## config.mk

```make
export PLATFORM = sky130hd
export DESIGN_NAME = tape_char_gating_and_staging
export DESIGN_NICKNAME = d
export VERILOG_FILES = /design/src/design/tape_char_pkg.sv /design/src/design/tape_char_gating_and_staging.sv
export VERILOG_INCLUDE_DIRS = /design/src /design/src/design
export SDC_FILE = /design/constraint.sdc
export NUM_CORES = 1
export LEC_CHECK = 0
export BUFFER_PORTS_ARGS = -buffer_cell sky130_fd_sc_hd__buf_2
export CORE_MARGIN = 5
export CORE_UTILIZATION = 51
export DETAILED_ROUTE_END_ITERATION = 12
export PLACE_DENSITY = 0.82
export SYNTH_ARGS = -nofsm -noshare
export SYNTH_HDL_FRONTEND = slang
export SYNTH_SLANG_ARGS = --single-unit
```

## constraint.sdc

```tcl
create_clock -name aclk -period 2 [get_ports aclk]
set_clock_uncertainty 0.05 [all_clocks]
set_input_delay 0.1 -clock aclk [delete_from_list [all_inputs] [get_ports aclk]]
set_output_delay 0.1 -clock aclk [all_outputs]
set_load 0.01 [all_outputs]
```

## src/design/tape_char_map.svh

```systemverilog
// Offsets, field positions, reset values and timing counts for char gating
`ifndef TAPE_CHAR_MAP_SVH
`define TAPE_CHAR_MAP_SVH

// Register byte offsets
`define CTRL_OFF       8'h00
`define STATUS_OFF     8'h04
`define STAGE_OFF      8'h08

// Control register fields
`define CTRL_DENS_LSB  0
`define CTRL_DENS_MSB  1
`define CTRL_HALT_BIT  2
`define CTRL_START_BIT 3
`define CTRL_RESET     2'h0

// Status register fields
`define ST_READY_BIT   0
`define ST_FULL_BIT    1
`define ST_SKEW_BIT    2
`define ST_WSG_BIT     3
`define ST_RAG_BIT     4
`define ST_FAULT_BIT   5

// AXI response codes
`define RESP_OKAY      2'h0
`define RESP_SLVERR    2'h2

// Clock rate and intervals; least times round up to whole cycles
`define CLK_MHZ        125
`define RAG_A_NS       17000
`define RAG_B_NS       6000
`define RAG_C_NS       4000
`define WSG_A_NS       2000
`define WSG_B_NS       1000
`define WSG_C_NS       1000
`define HOLD_CLR_NS    500
`define FAULT_NS       10000
`define NS2CYC(ns)     (((ns) * `CLK_MHZ + 999) / 1000)

`endif

```

## src/design/tape_char_pkg.sv

```systemverilog
// Types shared by the character gating and staging block
`default_nettype none
package tape_char_pkg;
  typedef enum logic [1:0] {DENS_A, DENS_B, DENS_C} density_t;

  // Pins from the tape side, carried together through the synchroniser
  typedef struct packed {
    logic       char_detect_clock;
    logic       host_accept_a;
    logic       host_accept_b;
    logic       xfer_out_mode;
    logic       tape_op_active;
    logic       gap_timer_one;
    logic       check_char_window;
    logic       gap_crossing;
    logic       first_pulse_lockout;
    logic [6:0] deskewed_track_pulses;
  } tape_pins_t;

  typedef logic [11:0] tmr_t;
endpackage
`default_nettype wire

```

## src/design/tape_char_gating_and_staging.sv

```systemverilog
// Character gating, track hold, skew check and read staging with AXI regs
// Operation
// - write skew gate follows char detect clock
// - three density timers, selected one, qualified
// - read accept gate follows char detect clock
// - acceptance spans detect clock plus accept gate
// - accept gate 17, 6, 4 us
// - hold gate while host step b only
// - block gate on start, gap timer, halt
// - write toggles hold flops, read sets
// - clear holds at start and hold clear
// - inhibit holds in gap except check window
// - first pulse in skew gate flags fault
// - skew fault fires fault pulse one-shot
// - stage only when previous character delivered
// - load with gate, else wait host step a
// - hold flops keep character until staged
// - staging load fires 0.5 us hold clear
// - ready flag shows staging register full
// - host step b clears ready flag
// - new gate while ready sets both-full
//
// Design decisions made here: the address map and the AXI4-Lite register port.
`include "tape_char_map.svh"
`default_nettype none
module tape_char_gating_and_staging
  import tape_char_pkg::*;
(
  input  wire logic       aclk,
  input  wire logic       aresetn,
  input  wire tape_pins_t pins,
  input  wire logic [7:0] s_axi_awaddr,
  input  wire logic       s_axi_awvalid,
  output var  logic       s_axi_awready,
  input  wire logic [31:0] s_axi_wdata,
  input  wire logic [3:0] s_axi_wstrb,
  input  wire logic       s_axi_wvalid,
  output var  logic       s_axi_wready,
  output var  logic [1:0] s_axi_bresp,
  output var  logic       s_axi_bvalid,
  input  wire logic       s_axi_bready,
  input  wire logic [7:0] s_axi_araddr,
  input  wire logic       s_axi_arvalid,
  output var  logic       s_axi_arready,
  output var  logic [31:0] s_axi_rdata,
  output var  logic [1:0] s_axi_rresp,
  output var  logic       s_axi_rvalid,
  input  wire logic       s_axi_rready,
  output var  logic       write_skew_gate,
  output var  logic       read_accept_gate,
  output var  logic [6:0] staging_reg,
  output var  logic       char_ready,
  output var  logic       both_full,
  output var  logic       skew_fault,
  output var  logic       fault_pulse
);

  function automatic logic [2:0] dens_hot(input density_t d);
    dens_hot = 3'h0;
    case (d)
      DENS_A:  dens_hot = 3'h1;
      DENS_B:  dens_hot = 3'h2;
      DENS_C:  dens_hot = 3'h4;
      default: dens_hot = 3'h0;
    endcase
  endfunction

  localparam tmr_t RAG_CYC [3] = '{12'(`NS2CYC(`RAG_A_NS)),
                                   12'(`NS2CYC(`RAG_B_NS)),
                                   12'(`NS2CYC(`RAG_C_NS))};
  localparam tmr_t WSG_CYC [3] = '{12'(`NS2CYC(`WSG_A_NS)),
                                   12'(`NS2CYC(`WSG_B_NS)),
                                   12'(`NS2CYC(`WSG_C_NS))};
  localparam tmr_t HCLR_CYC  = 12'(`NS2CYC(`HOLD_CLR_NS));
  localparam tmr_t FAULT_CYC = 12'(`NS2CYC(`FAULT_NS));

  ////////////////////////////////////////////////////////////////////////////
  // Synchroniser: pins are asynchronous, stage one feeds stage two only
  tape_pins_t meta_q, pin_q, prev_q;
  tape_pins_t meta_d, pin_d, prev_d;

  always_comb begin
    meta_d = pins;
    pin_d  = meta_q;
    prev_d = pin_q;
  end

  always_ff @(posedge aclk) begin
    if (!aresetn) begin
      meta_q <= '0;
      pin_q  <= '0;
      prev_q <= '0;
    end else begin
      meta_q <= meta_d;
      pin_q  <= pin_d;
      prev_q <= prev_d;
    end
  end

  logic       rd_mode, wr_mode, cdc_done, op_start, halt;
  logic [2:0] sel;
  logic [6:0] trk_fall;
  logic       first_track_pulse, hold_b_only, ha_rise, hb_rise;
  density_t   dens_q;

  always_comb begin
    rd_mode  = pin_q.tape_op_active & ~pin_q.xfer_out_mode;
    wr_mode  = pin_q.tape_op_active & pin_q.xfer_out_mode;
    // Gates start when the detect clock period has expired
    cdc_done = prev_q.char_detect_clock & ~pin_q.char_detect_clock;
    trk_fall = prev_q.deskewed_track_pulses & ~pin_q.deskewed_track_pulses;
    first_track_pulse = |trk_fall & ~pin_q.first_pulse_lockout;
    hold_b_only = ~pin_q.host_accept_a & pin_q.host_accept_b;
    ha_rise  = pin_q.host_accept_a & ~prev_q.host_accept_a;
    hb_rise  = pin_q.host_accept_b & ~prev_q.host_accept_b;
    sel      = dens_hot(dens_q);
  end

  ////////////////////////////////////////////////////////////////////////////
  // Per-density one-shots; only the selected timer may start
  tmr_t       wsg_q [3];
  tmr_t       rag_q [3];
  logic [2:0] wsg_on, rag_on;
  logic       wsg, cr;

  for (genvar i = 0; i < 3; i++) begin : g_dens
    tmr_t wsg_d, rag_d;
    always_comb begin
      wsg_d = (wsg_q[i] != 12'h0) ? wsg_q[i] - 12'h1 : 12'h0;
      rag_d = (rag_q[i] != 12'h0) ? rag_q[i] - 12'h1 : 12'h0;
      if (cdc_done && wr_mode && sel[i]) begin
        wsg_d = WSG_CYC[i];
      end
      if (cdc_done && rd_mode && sel[i]) begin
        rag_d = RAG_CYC[i];
      end
      if (hold_b_only && read_accept_gate && sel[i]) begin
        rag_d = RAG_CYC[i];
      end
      if (!sel[i]) begin
        wsg_d = 12'h0;
        rag_d = 12'h0;
      end
    end
    always_ff @(posedge aclk) begin
      if (!aresetn) begin
        wsg_q[i] <= 12'h0;
        rag_q[i] <= 12'h0;
      end else begin
        wsg_q[i] <= wsg_d;
        rag_q[i] <= rag_d;
      end
    end
    assign wsg_on[i] = (wsg_q[i] != 12'h0) & sel[i];
    assign rag_on[i] = (rag_q[i] != 12'h0) & sel[i];
  end

  always_comb begin
    // Qualifying the OR masks glitches while the density is changing
    wsg = |wsg_on & ~op_start;
    cr  = |rag_on & ~op_start & ~pin_q.gap_timer_one & ~halt;
  end

  ////////////////////////////////////////////////////////////////////////////
  // Track hold flops, staging register and host handshake flags
  logic [6:0] hold_q, hold_d, stage_d;
  logic       rdy_d, full_d, skew_d, wsg_d, cr_d, fpulse_d;
  tmr_t       hclr_q, hclr_d, flt_q, flt_d;
  logic       load_clk, hold_clear, trk_en;

  always_comb begin
    trk_en     = ~pin_q.gap_crossing | pin_q.check_char_window;
    hold_clear = hclr_q != 12'h0;
    // Load with the gate, or after step a when both registers are full
    load_clk = rd_mode & ((cr & ~read_accept_gate & ~char_ready)
             | (both_full & ha_rise));
    hold_d = hold_q;
    if (trk_en) begin
      // Write bits toggle whenever track input is enabled; read bits land only during detect clock or accept gate time
      if (wr_mode) begin
        hold_d = hold_q ^ trk_fall;
      end else if (pin_q.char_detect_clock || read_accept_gate) begin
        hold_d = hold_q | trk_fall;
      end
    end
    if (op_start || (rd_mode && hold_clear)) begin
      hold_d = 7'h0;
    end
    hclr_d = hold_clear ? hclr_q - 12'h1 : 12'h0;
    if (load_clk) begin
      hclr_d = HCLR_CYC;
    end
    stage_d = load_clk ? hold_q : staging_reg;
    rdy_d   = char_ready;
    if (hb_rise) begin
      rdy_d = 1'b0;
    end
    if (load_clk) begin
      rdy_d = 1'b1;
    end
    full_d = both_full;
    if (both_full && ha_rise) begin
      full_d = 1'b0;
    end
    if (rd_mode && cr && !read_accept_gate && char_ready) begin
      full_d = 1'b1;
    end
    skew_d = skew_fault;
    if (!wsg) begin
      skew_d = 1'b0;
    end
    if (wr_mode && wsg && first_track_pulse) begin
      skew_d = 1'b1;
    end
    flt_d = (flt_q != 12'h0) ? flt_q - 12'h1 : 12'h0;
    if (skew_d && !skew_fault) begin
      flt_d = FAULT_CYC;
    end
    fpulse_d = flt_d != 12'h0;
    wsg_d    = wsg;
    cr_d     = cr;
    if (op_start) begin
      stage_d = 7'h0;
      rdy_d   = 1'b0;
      full_d  = 1'b0;
      skew_d  = 1'b0;
    end
  end

  always_ff @(posedge aclk) begin
    if (!aresetn) begin
      hold_q           <= 7'h0;
      staging_reg      <= 7'h0;
      char_ready       <= 1'b0;
      both_full        <= 1'b0;
      skew_fault       <= 1'b0;
      hclr_q           <= 12'h0;
      flt_q            <= 12'h0;
      fault_pulse      <= 1'b0;
      write_skew_gate  <= 1'b0;
      read_accept_gate <= 1'b0;
    end else begin
      hold_q           <= hold_d;
      staging_reg      <= stage_d;
      char_ready       <= rdy_d;
      both_full        <= full_d;
      skew_fault       <= skew_d;
      hclr_q           <= hclr_d;
      flt_q            <= flt_d;
      fault_pulse      <= fpulse_d;
      write_skew_gate  <= wsg_d;
      read_accept_gate <= cr_d;
    end
  end

  ////////////////////////////////////////////////////////////////////////////
  // AXI4-Lite slave; address and data taken in either order
  logic        aw_have_q, w_have_q, aw_have_d, w_have_d;
  logic [7:0]  awaddr_q, awaddr_d;
  logic [31:0] wdata_q, wdata_d;
  logic        wstrb0_q, wstrb0_d;
  logic        halt_q, halt_d, start_q, start_d;
  density_t    dens_d;
  logic        bvalid_d, rvalid_d;
  logic [1:0]  bresp_d, rresp_d;
  logic [31:0] rdata_d;
  logic        do_wr;

  assign op_start = start_q;
  assign halt     = halt_q;

  always_comb begin
    aw_have_d = aw_have_q;
    w_have_d  = w_have_q;
    awaddr_d  = awaddr_q;
    wdata_d   = wdata_q;
    wstrb0_d  = wstrb0_q;
    if (s_axi_awvalid && s_axi_awready) begin
      aw_have_d = 1'b1;
      awaddr_d  = s_axi_awaddr;
    end
    if (s_axi_wvalid && s_axi_wready) begin
      w_have_d = 1'b1;
      wdata_d  = s_axi_wdata;
      wstrb0_d = s_axi_wstrb[0];
    end
    do_wr    = aw_have_q && w_have_q && !s_axi_bvalid;
    dens_d   = dens_q;
    halt_d   = halt_q;
    start_d  = 1'b0;
    bvalid_d = s_axi_bvalid && !s_axi_bready;
    bresp_d  = s_axi_bresp;
    if (do_wr) begin
      aw_have_d = 1'b0;
      w_have_d  = 1'b0;
      bvalid_d  = 1'b1;
      bresp_d   = `RESP_SLVERR;
      if (awaddr_q[7:2] == 6'(`CTRL_OFF >> 2)) begin
        bresp_d = `RESP_OKAY;
        if (wstrb0_q) begin
          dens_d  = density_t'(wdata_q[`CTRL_DENS_MSB:`CTRL_DENS_LSB]);
          halt_d  = wdata_q[`CTRL_HALT_BIT];
          start_d = wdata_q[`CTRL_START_BIT];
        end
      end else if (awaddr_q[7:2] == 6'(`STATUS_OFF >> 2)
                || awaddr_q[7:2] == 6'(`STAGE_OFF >> 2)) begin
        bresp_d = `RESP_OKAY;
      end
    end
    rvalid_d = s_axi_rvalid && !s_axi_rready;
    rdata_d  = s_axi_rdata;
    rresp_d  = s_axi_rresp;
    if (s_axi_arvalid && s_axi_arready) begin
      rvalid_d = 1'b1;
      rresp_d  = `RESP_OKAY;
      rdata_d  = 32'h0;
      case (s_axi_araddr[7:2])
        6'(`CTRL_OFF >> 2): begin
          rdata_d[`CTRL_DENS_MSB:`CTRL_DENS_LSB] = dens_q;
          rdata_d[`CTRL_HALT_BIT] = halt_q;
        end
        6'(`STATUS_OFF >> 2): begin
          rdata_d[`ST_READY_BIT] = char_ready;
          rdata_d[`ST_FULL_BIT]  = both_full;
          rdata_d[`ST_SKEW_BIT]  = skew_fault;
          rdata_d[`ST_WSG_BIT]   = write_skew_gate;
          rdata_d[`ST_RAG_BIT]   = read_accept_gate;
          rdata_d[`ST_FAULT_BIT] = fault_pulse;
        end
        6'(`STAGE_OFF >> 2): begin
          rdata_d[6:0] = staging_reg;
        end
        default: begin
          rresp_d = `RESP_SLVERR;
        end
      endcase
    end
  end

  always_ff @(posedge aclk) begin
    if (!aresetn) begin
      aw_have_q     <= 1'b0;
      w_have_q      <= 1'b0;
      awaddr_q      <= 8'h0;
      wdata_q       <= 32'h0;
      wstrb0_q      <= 1'b0;
      dens_q        <= DENS_A;
      halt_q        <= 1'b0;
      start_q       <= 1'b0;
      s_axi_bvalid  <= 1'b0;
      s_axi_bresp   <= `RESP_OKAY;
      s_axi_rvalid  <= 1'b0;
      s_axi_rresp   <= `RESP_OKAY;
      s_axi_rdata   <= 32'h0;
      s_axi_awready <= 1'b0;
      s_axi_wready  <= 1'b0;
      s_axi_arready <= 1'b0;
    end else begin
      aw_have_q     <= aw_have_d;
      w_have_q      <= w_have_d;
      awaddr_q      <= awaddr_d;
      wdata_q       <= wdata_d;
      wstrb0_q      <= wstrb0_d;
      dens_q        <= dens_d;
      halt_q        <= halt_d;
      start_q       <= start_d;
      s_axi_bvalid  <= bvalid_d;
      s_axi_bresp   <= bresp_d;
      s_axi_rvalid  <= rvalid_d;
      s_axi_rresp   <= rresp_d;
      s_axi_rdata   <= rdata_d;
      // Ready is registered, so it drops the cycle after a handshake
      s_axi_awready <= !aw_have_d && !(s_axi_awvalid && s_axi_awready);
      s_axi_wready  <= !w_have_d && !(s_axi_wvalid && s_axi_wready);
      s_axi_arready <= !rvalid_d && !(s_axi_arvalid && s_axi_arready);
    end
  end

endmodule // tape_char_gating_and_staging
`default_nettype wire

```

==> results.json <==
{
  "route.detailed.drc": 0,
  "clock-sinks": 189,
  "grt_antenna_before_repair": 0,
  "cts_htree_levels": 4,
  "p_total_mw": 12.10,
  "path_buf_inv": 0,
  "num_vias": 6853,
  "cts-root-buf": "clkbuf_16",
  "critical_path_class": "reg2reg",
  "synthFlopType": "dfxtp_1",
  "largestRegisters": "rag_q x36, wsg_q x36",
  "wl_um": 19770,
  "clockBufferDepth": 2,
  "max_cap_viol_count": 0,
  "synth_seq_cells": 189,
  "post-route-min-period_ps": 2097,
  "synth_area_um2": 8113,
  "ant_nets": 0,
  "std_cell_rows": 46,
  "grt_max_degree": 62,
  "die_h_um": 136.1,
  "start_kind": "register",
  "status": "complete, but fails checks",
  "core_area_um2": 15770,
  "portBuffers": 66,
  "slew_viol_final": 0,
  "hp-class": "in2reg",
  "n_antenna_cell": 0,
  "mostFrequentLayoutCell": "dfxtp_1",
  "reg2reg_to": "fault_pulse",
  "layout-drive-gt1-share": 0.2354,
  "post-dp-hpwl_um": 12110,
  "crit_path_end_kind": "register",
  "yosysWarnings": 0,
  "cts_buffers": 17,
  "setup_viol_count_final": 16,
  "fmax_mhz": 476.8,
  "cellPowerDensity_nw_per_um2": 1138,
  "grt_pass1_wl_um": 31700,
  "period_share": 1.049,
  "slowest_delay_ps": 530,
  "ys_seq_area_frac": 0.4664,
  "synth_cell_type_count": 61,
  "hold_viol_final": 0,
  "grt_usage": 0.2115,
  "ir_drop_mv": 0.7569,
  "path_cells": "or4_4 > or3_4 > or2_4 > a21o_1 > o41a_1",
  "wire_per_inst_um": 14.87,
  "grt_pass1_vias": 6938,
  "synthArstFlopShare": 0,
  "rsz0062_at_grt": "yes",
  "nets": 1197,
  "path_max_fanout": 3,
  "drt_iter0_drc": 381,
  "setup_tns_ps": -389.1,
  "clk_pin_slew_ps": 80,
  "min-delay-start": "aresetn",
  "hold_end": "flt_q[10]",
  "overflow": 0,
  "synth_edf_count": 0,
  "utilization": 0.6745,
  "drt_pass1_iterations": 5,
  "gp_congestion": 0.8160,
  "reg2reg_slack_ps": -100,
  "crit_family": "simple AND/OR/NAND/NOR gates",
  "synth_cells": 899,
  "p_leak_nw": 4.675,
  "worstPathArrival_ps": 2370,
  "die_area_um2": 18530,
  "mostFrequentLayoutCells": "181 x dfxtp_1, 95 x nor2_1, 93 x buf_4",
  "crit_required_ps": 2270,
  "slew_headroom": 0.6081,
  "failed_checks": "negative setup slack",
  "io_pins": 129,
  "r2r_start": "flt_q[5]",
  "setup_ws_ps": -97.47,
  "cp_slowest_cell": "or4_4",
  "cts_tree": "yes",
  "syn2layout_area_growth_pct": 31.11,
  "vias_per_cell": 5.157,
  "clk_latency_ps": 440,
  "hold_path_depth": 3,
  "start_util": 0.5144,
  "die_width_um": 136.1,
  "avgSynthCellArea_um2": 9.024,
  "worstRegToRegCells": 5,
  "worstMarginPinSlew_ps": 586.2
}
## through the flow
stage	setup slack (ps)	std cells	cell area (µm²)	hold slack [ps]
final	-97.47	1329	10640	99.86
after CTS	-91.00	1325	10420	75.22
after global routing	-156.3	1329	10640	91.84
after detailed placement	-132.7	1236	9153	259.6
after global placement	-85.37	1236	9153	255.1
after floorplan	-101.3	925	8258	177.3
## per-layer routing
layer	share of wire	GRT usage
met4	0.027	0.09910
met2	0.52	0.3869
met3	0.053	0.04145
met1	0.40	0.2346
met5	0	0
## how the worst max path moves through the flow
stage | from | endpoint | cells past startpoint
after floorplan | flt_q[5] | fault_pulse | 5
after global placement | flt_q[5] | fault_pulse | 5
after detailed placement | flt_q[5] | fault_pulse | 5
after CTS | flt_q[5] | fault_pulse | 5
after global routing | flt_q[5] | fault_pulse | 5
final | flt_q[5] | fault_pulse | 5
## synthesized netlist by cell type, types with 14 or more instances
library cell	n	area [µm²]
xnor2_1	35	306.5
o21ai_0	20	100.1
xor2_1	34	297.8
mux2i_1	19	190.2
nor2_1	101	379.1
clkbuf_1	21	78.83
a21oi_1	46	230.2
nand2_1	92	345.3
nor3_1	23	115.1
buf_4	27	202.7
and2_1	42	262.8
ha_1	22	275.3
nor2b_1	18	112.6
inv_1	31	116.4
nand3_1	29	145.1
a21boi_0	14	105.1
nand2b_1	14	87.58
dfxtp_1	189	3784
## worst reg2reg max path: stages, from the launching register on
cell	delay, ps
dfxtp_2	330
or4_4	530
or3_4	360
or2_4	240
a21o_1	170
o41a_1	310
## power by group
part | total (mW) | internal, mW | leakage [nW] | switching (mW)
clock | 3.61 | 1.86 | 0.313 | 1.75
combinational | 3.83 | 1.85 | 2.81 | 1.98
sequential | 4.66 | 4.24 | 1.55 | 0.427
total | 12.1 | 7.95 | 4.67 | 4.15
## layout make-up
class	instances	area, µm²
sequential	189	3794
tap	216	270.3
timing repair buffer	207	1514
inverter	33	123.9
clock buffer	17	425.4
multi-input combinational	652	4292
clock inverter	15	217.7
fill	1152	5134
## cells by family (layout without fill, tap and decap cells)
family,count (synthesis),after routing,share of synthesized area
AOI/OAI and AO/OA,123,123,0.09717
xor gates and xnor gates,69,69,0.07449
adders and majority gates,22,22,0.03393
buffers and inverters,85,272,0.05321
DFF,189,189,0.4664
muxes,19,19,0.02344
other,1,27,0.0004622
and+or+nand+nor,391,392,0.2509
## what timing repair did
action / in CTS / in global routing
hold endpoints to repair: 33 / 0
resized for setup: 20 / 42
hold buffers: 44 / 0
buffers inserted: 12 / 4
cloned: 1 / 0
endpoints found under the setup margin: 29 / 43
pin swaps: 25 / 10
Note: power is estimated with default switching activity, not from simulation.
